### src/rtl/psc_params.svh
// Offsets, keys, encodings and reset values for the parameter store control
`ifndef PSC_PARAMS_SVH
`define PSC_PARAMS_SVH

// Object indices
`define PSC_IDX_STORE 16'h1010
`define PSC_IDX_DISCARD 16'h1011
`define PSC_IDX_MARKER 16'h1020
`define PSC_IDX_REBOOT 16'h2800

// Key values, ASCII "save", "load", "boot"
`define PSC_KEY_SAVE 32'h6576_6173
`define PSC_KEY_DISCARD 32'h6461_6f6c
`define PSC_KEY_REBOOT 32'h746f_6f62

// Command subindices
`define PSC_SUB_COUNT 8'h00
`define PSC_SUB_ALL 8'h01
`define PSC_SUB_COMM 8'h02
`define PSC_SUB_APP 8'h03
`define PSC_SUB_USER 8'h04
`define PSC_SUB_MOVE 8'h05
`define PSC_SUB_TUNE 8'h06
`define PSC_SUB_ETH 8'h0c
`define PSC_SUB_REBOOT 8'h01
`define PSC_SUB_MK_DATE 8'h01
`define PSC_SUB_MK_TIME 8'h02
`define PSC_MK_COUNT 32'h0000_0002

// Category mask bit positions
`define PSC_CAT_COMM 0
`define PSC_CAT_APP 1
`define PSC_CAT_USER 2
`define PSC_CAT_MOVE 3
`define PSC_CAT_TUNE 4
`define PSC_CAT_ETH 5
`define PSC_CAT_MARK 6

// Reset and completion values
`define PSC_CMD_RST 32'h0000_0001
`define PSC_CMD_DONE 32'h0000_0001
`define PSC_MK_RST 32'h0000_0000

`endif

### src/rtl/psc_pkg.sv
// Types and helpers shared by the parameter store control modules
`default_nettype none
`include "psc_params.svh"
package psc_pkg;
  typedef enum logic [1:0] {PSC_OP_SAVE, PSC_OP_DISCARD, PSC_OP_LOAD} psc_op_t;
  typedef logic [6:0] psc_mask_t;
  typedef logic [2:0] psc_slot_t;

  localparam psc_slot_t PSC_SLOT_NONE = 3'h7;

  // Command subindex to entry slot; unknown subindices give PSC_SLOT_NONE
  function automatic psc_slot_t psc_slot(input logic [7:0] sub);
    psc_slot_t s;
    s = PSC_SLOT_NONE;
    if (sub == `PSC_SUB_ALL) s = 3'h0;
    else if (sub == `PSC_SUB_COMM) s = 3'h1;
    else if (sub == `PSC_SUB_APP) s = 3'h2;
    else if (sub == `PSC_SUB_USER) s = 3'h3;
    else if (sub == `PSC_SUB_MOVE) s = 3'h4;
    else if (sub == `PSC_SUB_TUNE) s = 3'h5;
    else if (sub == `PSC_SUB_ETH) s = 3'h6;
    return s;
  endfunction : psc_slot
endpackage : psc_pkg
`default_nettype wire

### src/rtl/psc_nv_if.sv
// Command and status carrier between the store controller and its memory engine
`default_nettype none
interface psc_nv_if;
  import psc_pkg::*;
  logic start;
  psc_op_t op;
  psc_mask_t mask;
  logic [31:0] mk_date;
  logic [31:0] mk_time;
  logic busy;
  logic done;
  logic ld_valid;
  logic [31:0] ld_date;
  logic [31:0] ld_time;
  modport ctrl (output start, op, mask, mk_date, mk_time, input busy, done, ld_valid, ld_date, ld_time);
  modport eng (input start, op, mask, mk_date, mk_time, output busy, done, ld_valid, ld_date, ld_time);
endinterface : psc_nv_if
`default_nettype wire

### src/rtl/psc_nv_engine.sv
// Sequencer that drives whole-category operations on the nonvolatile store
`default_nettype none
`include "psc_params.svh"
module psc_nv_engine (
  input wire logic clk,                    // System clock
  input wire logic rst_n,                  // Asynchronous reset, active low
  psc_nv_if.eng cmd,                       // Commands from the controller
  output logic nv_req_q,                   // Operation request, held until ack
  output psc_pkg::psc_op_t nv_op_q,        // Operation kind
  output psc_pkg::psc_mask_t nv_mask_q,    // Categories involved
  output logic [31:0] nv_wdate_q,          // Marker date to save
  output logic [31:0] nv_wtime_q,          // Marker time to save
  input wire logic nv_ack,                 // Memory finished, one-cycle pulse
  input wire logic [31:0] nv_rdate,        // Loaded marker date, valid with ack
  input wire logic [31:0] nv_rtime         // Loaded marker time, valid with ack
);
  import psc_pkg::*;

  typedef enum logic [1:0] {ST_BOOT, ST_IDLE, ST_WAIT} psc_eng_st_t;
  psc_eng_st_t state_q;

  always_ff @(posedge clk or negedge rst_n) begin
    if (!rst_n) begin
      state_q <= ST_BOOT;
      nv_req_q <= 1'b0;
      nv_op_q <= PSC_OP_LOAD;
      nv_mask_q <= '0;
      nv_wdate_q <= '0;
      nv_wtime_q <= '0;
      cmd.busy <= 1'b1;
      cmd.done <= 1'b0;
      cmd.ld_valid <= 1'b0;
      cmd.ld_date <= '0;
      cmd.ld_time <= '0;
    end else begin
      cmd.done <= 1'b0;
      cmd.ld_valid <= 1'b0;
      case (state_q)
        ST_BOOT: begin
          nv_req_q <= 1'b1;
          nv_op_q <= PSC_OP_LOAD;
          nv_mask_q <= '1;
          state_q <= ST_WAIT;
        end
        ST_IDLE: begin
          if (cmd.start) begin
            nv_req_q <= 1'b1;
            nv_op_q <= cmd.op;
            nv_mask_q <= cmd.mask;
            // Marker snapshot is taken at start so later writes cannot tear it
            nv_wdate_q <= cmd.mk_date;
            nv_wtime_q <= cmd.mk_time;
            cmd.busy <= 1'b1;
            state_q <= ST_WAIT;
          end
        end
        ST_WAIT: begin
          if (nv_ack) begin
            nv_req_q <= 1'b0;
            cmd.busy <= 1'b0;
            cmd.done <= 1'b1;
            if (nv_op_q == PSC_OP_LOAD) begin
              cmd.ld_valid <= 1'b1;
              cmd.ld_date <= nv_rdate;
              cmd.ld_time <= nv_rtime;
            end
            state_q <= ST_IDLE;
          end
        end
        default: state_q <= ST_IDLE;
      endcase
    end
  end
endmodule : psc_nv_engine
`default_nettype wire

### src/rtl/psc_top.sv
// Parameter store control: save, discard, reboot and configuration marker objects
// Contract
// - Save key written to a store subindex starts saving that category.
// - On save completion the triggering store entry reads back one.
// - Subindex 01 all but Ethernet, 02..06 single categories, 0C Ethernet.
// - Discard key written to a discard subindex deletes that category's saved data.
// - Discard at 01 clears all saved categories except tuning, Ethernet and the marker.
// - Discard leaves active values untouched until the next restart.
// - Reboot key written to reboot object subindex 01 restarts the controller.
// - Tuning saved data is cleared only by discard at subindex 06.
// - Drive category holds submode, inertia, loop parameters, current and speed limits.
// - Tuning category holds poles, currents, I2t, encoder, feedback and ballast objects.
// - Marker entries hold date and time and are saved by save-all.
// - Writes to savable objects clear the marker, except save-all and marker writes.
// - Saving acts on whole categories only, never single objects.
// - Saved values reload automatically at power-on or reset.
// - Objects without a category are never saved.
`default_nettype none
`include "psc_params.svh"
module psc_top (
  input wire logic clk,                    // System clock, 250 MHz
  input wire logic rst_n,                  // Asynchronous reset, active low
  input wire logic od_wr,                  // Object write strobe, one cycle
  input wire logic od_rd,                  // Object read strobe, one cycle
  input wire logic [15:0] od_index,        // Object index
  input wire logic [7:0] od_sub,           // Object subindex
  input wire logic [31:0] od_wdata,        // Write value
  input wire logic od_savable,             // Written object has a category
  output logic [31:0] od_rdata_q,          // Read value
  output logic od_rvalid_q,                // Read answer, one cycle
  output logic od_err_q,                   // Unmapped read or refused write, one cycle
  output logic busy_q,                     // Store operation in progress
  output logic restart_q,                  // Controller restart request, one cycle
  output logic nv_req_q,                   // Memory operation request
  output psc_pkg::psc_op_t nv_op_q,        // Memory operation kind
  output psc_pkg::psc_mask_t nv_mask_q,    // Categories involved
  output logic [31:0] nv_wdate_q,          // Marker date to save
  output logic [31:0] nv_wtime_q,          // Marker time to save
  input wire logic nv_ack,                 // Memory done, one cycle
  input wire logic [31:0] nv_rdate,        // Loaded marker date
  input wire logic [31:0] nv_rtime         // Loaded marker time
);
  import psc_pkg::*;

  psc_nv_if nv ();

  psc_nv_engine u_engine (
    .clk(clk),
    .rst_n(rst_n),
    .cmd(nv),
    .nv_req_q(nv_req_q),
    .nv_op_q(nv_op_q),
    .nv_mask_q(nv_mask_q),
    .nv_wdate_q(nv_wdate_q),
    .nv_wtime_q(nv_wtime_q),
    .nv_ack(nv_ack),
    .nv_rdate(nv_rdate),
    .nv_rtime(nv_rtime)
  );

  logic [31:0] store_q [7];
  logic [31:0] discard_q [7];
  logic [31:0] mk_date_q;
  logic [31:0] mk_time_q;
  psc_slot_t last_slot_q;
  logic last_save_q;
  logic start_q;
  psc_op_t op_q;
  psc_mask_t mask_q;

  psc_slot_t wr_slot;
  logic wr_store;
  logic wr_discard;
  logic save_go;
  logic discard_go;
  psc_mask_t save_mask;
  psc_mask_t discard_mask;

  always_comb begin
    wr_slot = psc_slot(od_sub);
    wr_store = od_wr && od_index == `PSC_IDX_STORE && wr_slot != PSC_SLOT_NONE;
    wr_discard = od_wr && od_index == `PSC_IDX_DISCARD && wr_slot != PSC_SLOT_NONE;
    save_go = wr_store && !nv.busy && !start_q && od_wdata == `PSC_KEY_SAVE;
    discard_go = wr_discard && !nv.busy && !start_q && od_wdata == `PSC_KEY_DISCARD;
    save_mask = '0;
    discard_mask = '0;
    case (wr_slot)
      3'h0: begin
        save_mask = '1;
        save_mask[`PSC_CAT_ETH] = 1'b0;
        discard_mask = '1;
        discard_mask[`PSC_CAT_ETH] = 1'b0;
        discard_mask[`PSC_CAT_TUNE] = 1'b0;
        discard_mask[`PSC_CAT_MARK] = 1'b0;
      end
      3'h1: save_mask[`PSC_CAT_COMM] = 1'b1;
      3'h2: save_mask[`PSC_CAT_APP] = 1'b1;
      3'h3: save_mask[`PSC_CAT_USER] = 1'b1;
      3'h4: save_mask[`PSC_CAT_MOVE] = 1'b1;
      3'h5: save_mask[`PSC_CAT_TUNE] = 1'b1;
      3'h6: save_mask[`PSC_CAT_ETH] = 1'b1;
      default: save_mask = '0;
    endcase
    // tuning only through its own subindex
    if (wr_slot != 3'h0) begin
      discard_mask = save_mask;
    end
  end

  always_ff @(posedge clk or negedge rst_n) begin
    if (!rst_n) begin
      start_q <= 1'b0;
      op_q <= PSC_OP_SAVE;
      mask_q <= '0;
      last_slot_q <= '0;
      last_save_q <= 1'b0;
    end else begin
      start_q <= save_go || discard_go;
      if (save_go || discard_go) begin
        op_q <= save_go ? PSC_OP_SAVE : PSC_OP_DISCARD;
        // uncategorised objects have no mask bit
        mask_q <= save_go ? save_mask : discard_mask;
        last_slot_q <= wr_slot;
        last_save_q <= save_go;
      end
    end
  end

  assign nv.start = start_q;
  assign nv.op = op_q;
  assign nv.mask = mask_q;
  assign nv.mk_date = mk_date_q;
  assign nv.mk_time = mk_time_q;

  // Command entries hold the key while running and read one when finished
  genvar g;
  generate
    for (g = 0; g < 7; g++) begin : g_entry
      always_ff @(posedge clk or negedge rst_n) begin
        if (!rst_n) begin
          store_q[g] <= `PSC_CMD_RST;
          discard_q[g] <= `PSC_CMD_RST;
        end else if (nv.done && last_slot_q == psc_slot_t'(g) && !start_q) begin
          if (last_save_q) store_q[g] <= `PSC_CMD_DONE;
          else discard_q[g] <= `PSC_CMD_DONE;
        end else if (save_go && wr_slot == psc_slot_t'(g)) begin
          store_q[g] <= od_wdata;
        end else if (discard_go && wr_slot == psc_slot_t'(g)) begin
          // discard acts on saved data only
          discard_q[g] <= od_wdata;
        end
      end
    end
  endgenerate

  always_ff @(posedge clk or negedge rst_n) begin
    if (!rst_n) begin
      mk_date_q <= `PSC_MK_RST;
      mk_time_q <= `PSC_MK_RST;
    end else if (nv.ld_valid) begin
      mk_date_q <= nv.ld_date;
      mk_time_q <= nv.ld_time;
    end else if (od_wr && od_index == `PSC_IDX_MARKER) begin
      if (od_sub == `PSC_SUB_MK_DATE) mk_date_q <= od_wdata;
      if (od_sub == `PSC_SUB_MK_TIME) mk_time_q <= od_wdata;
    end else if (od_wr && (od_savable || (od_index == `PSC_IDX_STORE && od_sub != `PSC_SUB_ALL))) begin
      mk_date_q <= `PSC_MK_RST;
      mk_time_q <= `PSC_MK_RST;
    end
  end

  // reboot key; discarded defaults apply through this restart or through the reload after a reset
  always_ff @(posedge clk or negedge rst_n) begin
    if (!rst_n) begin
      restart_q <= 1'b0;
    end else begin
      restart_q <= od_wr && od_index == `PSC_IDX_REBOOT && od_sub == `PSC_SUB_REBOOT && od_wdata == `PSC_KEY_REBOOT;
    end
  end

  always_ff @(posedge clk or negedge rst_n) begin
    if (!rst_n) begin
      busy_q <= 1'b1;
    end else begin
      busy_q <= nv.busy || start_q;
    end
  end

  // Read answers one cycle after the strobe
  always_ff @(posedge clk or negedge rst_n) begin
    if (!rst_n) begin
      od_rdata_q <= '0;
      od_rvalid_q <= 1'b0;
      od_err_q <= 1'b0;
    end else begin
      od_rvalid_q <= od_rd;
      od_err_q <= (wr_store || wr_discard) && (nv.busy || start_q);
      od_rdata_q <= '0;
      if (od_rd) begin
        if ((od_index == `PSC_IDX_STORE || od_index == `PSC_IDX_DISCARD) && od_sub == `PSC_SUB_COUNT) begin
          od_rdata_q <= {24'h00_0000, `PSC_SUB_ETH};
        end else if (od_index == `PSC_IDX_STORE && wr_slot != PSC_SLOT_NONE) begin
          od_rdata_q <= store_q[wr_slot];
        end else if (od_index == `PSC_IDX_DISCARD && wr_slot != PSC_SLOT_NONE) begin
          od_rdata_q <= discard_q[wr_slot];
        end else if (od_index == `PSC_IDX_MARKER && od_sub == `PSC_SUB_COUNT) begin
          od_rdata_q <= `PSC_MK_COUNT;
        end else if (od_index == `PSC_IDX_MARKER && od_sub == `PSC_SUB_MK_DATE) begin
          od_rdata_q <= mk_date_q;
        end else if (od_index == `PSC_IDX_MARKER && od_sub == `PSC_SUB_MK_TIME) begin
          od_rdata_q <= mk_time_q;
        end else begin
          od_err_q <= 1'b1;
        end
      end
    end
  end
endmodule : psc_top
`default_nettype wire

### config.mk
export PLATFORM = sky130hd
export DESIGN_NAME = psc_top
export DESIGN_NICKNAME = d
export VERILOG_FILES = /design/src/rtl/psc_pkg.sv /design/src/rtl/psc_nv_if.sv /design/src/rtl/psc_nv_engine.sv /design/src/rtl/psc_top.sv
export VERILOG_INCLUDE_DIRS = /design/src /design/src/rtl
export SDC_FILE = /design/constraint.sdc
export NUM_CORES = 1
export LEC_CHECK = 0
export BUFFER_PORTS_ARGS = -buffer_cell sky130_fd_sc_hd__buf_2
export CORE_MARGIN = 5
export CORE_UTILIZATION = 60
export CTS_CLUSTER_DIAMETER = 40
export DETAILED_ROUTE_END_ITERATION = 7
export PLACE_DENSITY_LB_ADDON = 0.15
export SYNTH_ARGS = -nofsm -noshare
export SYNTH_HDL_FRONTEND = slang
export SYNTH_HIERARCHICAL = 1
export SYNTH_SLANG_ARGS = --single-unit
### constraint.sdc
create_clock -name clk -period 3.6 [get_ports clk]
set_clock_uncertainty 0.1 [all_clocks]
set_input_delay 0.72 -clock clk [delete_from_list [all_inputs] [get_ports clk]]
set_output_delay 0.72 -clock clk [all_outputs]
set_load 0.005 [all_outputs]
==> flow_metrics.env <==
export IMPL_status="finished, final reports clean"
export IMPL_reg2regPathDepth=9
export IMPL_die_x_um=231
export IMPL_post_cts_setup_buffers=0
export IMPL_powerDensity_nw_per_um2=563
export IMPL_cap_violations=0
export IMPL_drt_iter0_drc=2707
export IMPL_drv_slew=0
export IMPL_hold_viol=0
export IMPL_clock_sinks=704
export IMPL_tightestPinTransition_ns=1.20
export IMPL_antenna_left=0
export IMPL_routed_wl_um=93300
export IMPL_clk_latency_ns=0.63
export IMPL_whs_ns=0.189
export IMPL_path_clk_slew_ns=0.05
export IMPL_final_cell_mix="dfrtp_1 (686), nand2_1 (405), buf_2 (234)"
export IMPL_layout_commonest_cell="dfrtp_1"
export IMPL_cts_tree="done"
export IMPL_place_inst=3595
export IMPL_gr_total_overflow=0
export IMPL_hold_class="in -> reg"
export IMPL_holdCritStartpoint="od_rd"
export IMPL_synth_fp_nets=2800
export IMPL_syn_area_per_cell_um2=11.0
export IMPL_worst_path_max_fanout=25
export IMPL_area_delta_synth_final_pct=22.9
export IMPL_cts_root_buf="clkbuf_16"
export IMPL_start_util=0.603
export IMPL_min_period_ns=3.35
export IMPL_viasPerCell=6.27
export IMPL_crit_type="in -> reg"
export IMPL_p_leak_nw=18.7
export IMPL_drive_gt1_frac=0.249
export IMPL_crit_arrival_ns=3.81
export IMPL_r2r_setup_slack_ns=0.27
export IMPL_pin_count=236
export IMPL_post_route_util=0.741
export IMPL_cts_max_level=3
export IMPL_yosysTopAreaCell="dfrtp_1"
export IMPL_antenna_found_initial=3
export IMPL_postSynthCellCount=2674
export IMPL_synth_edf_count=0
export IMPL_finalCritPeriodShare=0.930
export IMPL_synth_top_cell_area_share=0.585
export IMPL_hold_depth=1
export IMPL_worstSetupEndpointType="register"
export IMPL_synth_warnings=6
export IMPL_dieArea_um2=53500
export IMPL_ys_ff_latch=704
export IMPL_routedWlPerCell_um=24.8
export IMPL_dr_pass1_iters=6
export IMPL_fin_cells=3769
export IMPL_clockBufferDepth=3
export IMPL_vdd_drop_max_mv=0.529
export IMPL_coreArea_um2=48700
export IMPL_max_freq_mhz=299
export IMPL_nets=3153
export IMPL_ys_seq_area_frac=0.600
export IMPL_rsz0062_at_grt="no"
export IMPL_grt_max_degree=103
export IMPL_routabilityCongestion=0.986
export IMPL_grt_pass1_vias=23900
export IMPL_async_reset_ff_frac=1.00
export IMPL_grtUsageTotal=0.348
export IMPL_syn_area_um2=29400
export IMPL_yosys_most_used_dff="dfrtp_1"
export IMPL_via_count=23600
export IMPL_hold_end="od_rvalid_q"
export IMPL_cts_made_buffers=93
export IMPL_r2r_start="nv.start"
export IMPL_post_dp_hpwl_um=63600
export IMPL_portBuffers=235
export IMPL_required_ns=4.06
export IMPL_cts_resized=0
export IMPL_maxSlewHeadroom=0.199
export IMPL_setup_viol=0
export IMPL_rows=81
export IMPL_p_total_mw=20.3
export IMPL_rr_endpoint="discard_q[93]"
export IMPL_drc=0
export IMPL_die_height_um=231
export IMPL_fill_cells=3288
export IMPL_synth_cell_type_count=68
export IMPL_synthTopCellsByArea="dfrtp_1 (58%), nand2_1 (5.2%), and2_1 (3.6%)"
export IMPL_grt_pass1_wl_um=143000
export IMPL_worstSetupStartpointType="input port"
-- power breakdown --
| part | internal, mW | total, mW | switching, mW |
|---|---|---|---|
| logic | 0.769 | 1.89 | 1.12 |
| clock network | 5.62 | 9.29 | 3.67 |
| registers | 8.63 | 9.17 | 0.532 |
-- critical path, cell delays in order --
cell and delay [ns]:
buf_2 0.12, buf_4 0.19, a22o_1 0.26, buf_12 0.16
nor2_4 0.32, buf_12 0.21, buf_4 0.29, o21ai_0 0.15
a21oi_1 0.34, a2111oi_0 0.13, nor4b_1 0.68, buf_4 0.23
-- flip-flops by register name (all words and copies together) (netlist names), 2 cells and up --
register	flops
u_engine/nv_wtime_q	32
u_engine/nv_op_q	2
last_slot_q	3
u_engine/cmd.ld_time	32
mk_time_q	32
store_q	224
u_engine/cmd.ld_date	32
mask_q	7
u_engine/nv_wdate_q	32
u_engine/state_q	2
od_rdata_q	32
discard_q	224
u_engine/nv_mask_q	7
mk_date_q	32
-- layout make-up --
cell class                 count  area (um2)  area share
timing repair buffer         470        3490      0.0966
multi-input combinational   1737       10900       0.302
antenna                        2        5.00    0.000138
tap                          664         831      0.0230
sequential                   704       17600       0.488
clock buffer                 110        2520      0.0698
clock inverter                61         659      0.0182
inverter                      21        78.8     0.00218
-- per-layer routing --
metal | global-route usage | vias to the layer above | wire length, um
li1 | - | 10200 | -
met1 | 0.474 | 12000 | 37000
met2 | 0.543 | 1156 | 43900
met3 | 0.0685 | 276 | 6980
met4 | 0.169 | 2 | 5450
met5 | 0 | - | 16
-- metrics by stage --
step	setup TNS, ns	area, um2	setup WS (ns)
floorplan	-0.0287	29400	-0.00958
global placement	-42.22	32900	-0.221
detailed placement	-46.56	32900	-0.265
CTS	0	36100	0.263
global route	0	36100	0.0564
finish	0	36100	0.252
-- cells in the mapped netlist (all sizes together), types with 13 or more instances --
library cell and instances:
dfrtp 687, nand2 405, clkbuf 177, and2 169, mux2 128, a22oi 120, a21oi 118, nor2 108
a21o 100, o21ai 94, o22ai 55, and3 53, buf 35, or3 34, nor3 32, a221oi 30
o221ai 29, nor4 27, o22a 22, a22o 21, inv 21, mux2i 19, dfstp 17, nand3 16
a211oi 15, o21bai 15, nand2b 13
-- what timing repair did --
item | CTS | global route
hold buffers | 1 | 0
hold endpoints to repair | 18 | 0
setup endpoints to repair | 0 | 0
-- worst max path at each step --
stage                     start              to  slack, ns  cells past startpoint
floorplan           od_index[2]  discard_q[217]      -0.01                      9
global placement    od_index[9]   discard_q[94]      -0.22                     10
detailed placement  od_index[9]    discard_q[5]      -0.27                     10
CTS                    nv.start   discard_q[93]       0.26                      9
global route           nv.start    discard_q[0]       0.06                      9
finish                od_sub[1]   od_rdata_q[1]       0.25                     12
-- cells by family (layout without fill, tap and decap cells) --
| family | count (synthesis) | count (layout) | share of synthesized area |
|---|---|---|---|
| other cells | 1 | 3 | 0.000128 |
| simple gates | 919 | 919 | 0.155 |
| buf+inv | 233 | 662 | 0.0329 |
| flops | 704 | 704 | 0.600 |
| compound gates | 670 | 670 | 0.156 |
| mux | 147 | 147 | 0.0555 |
Power figures use the tool's default switching activity.
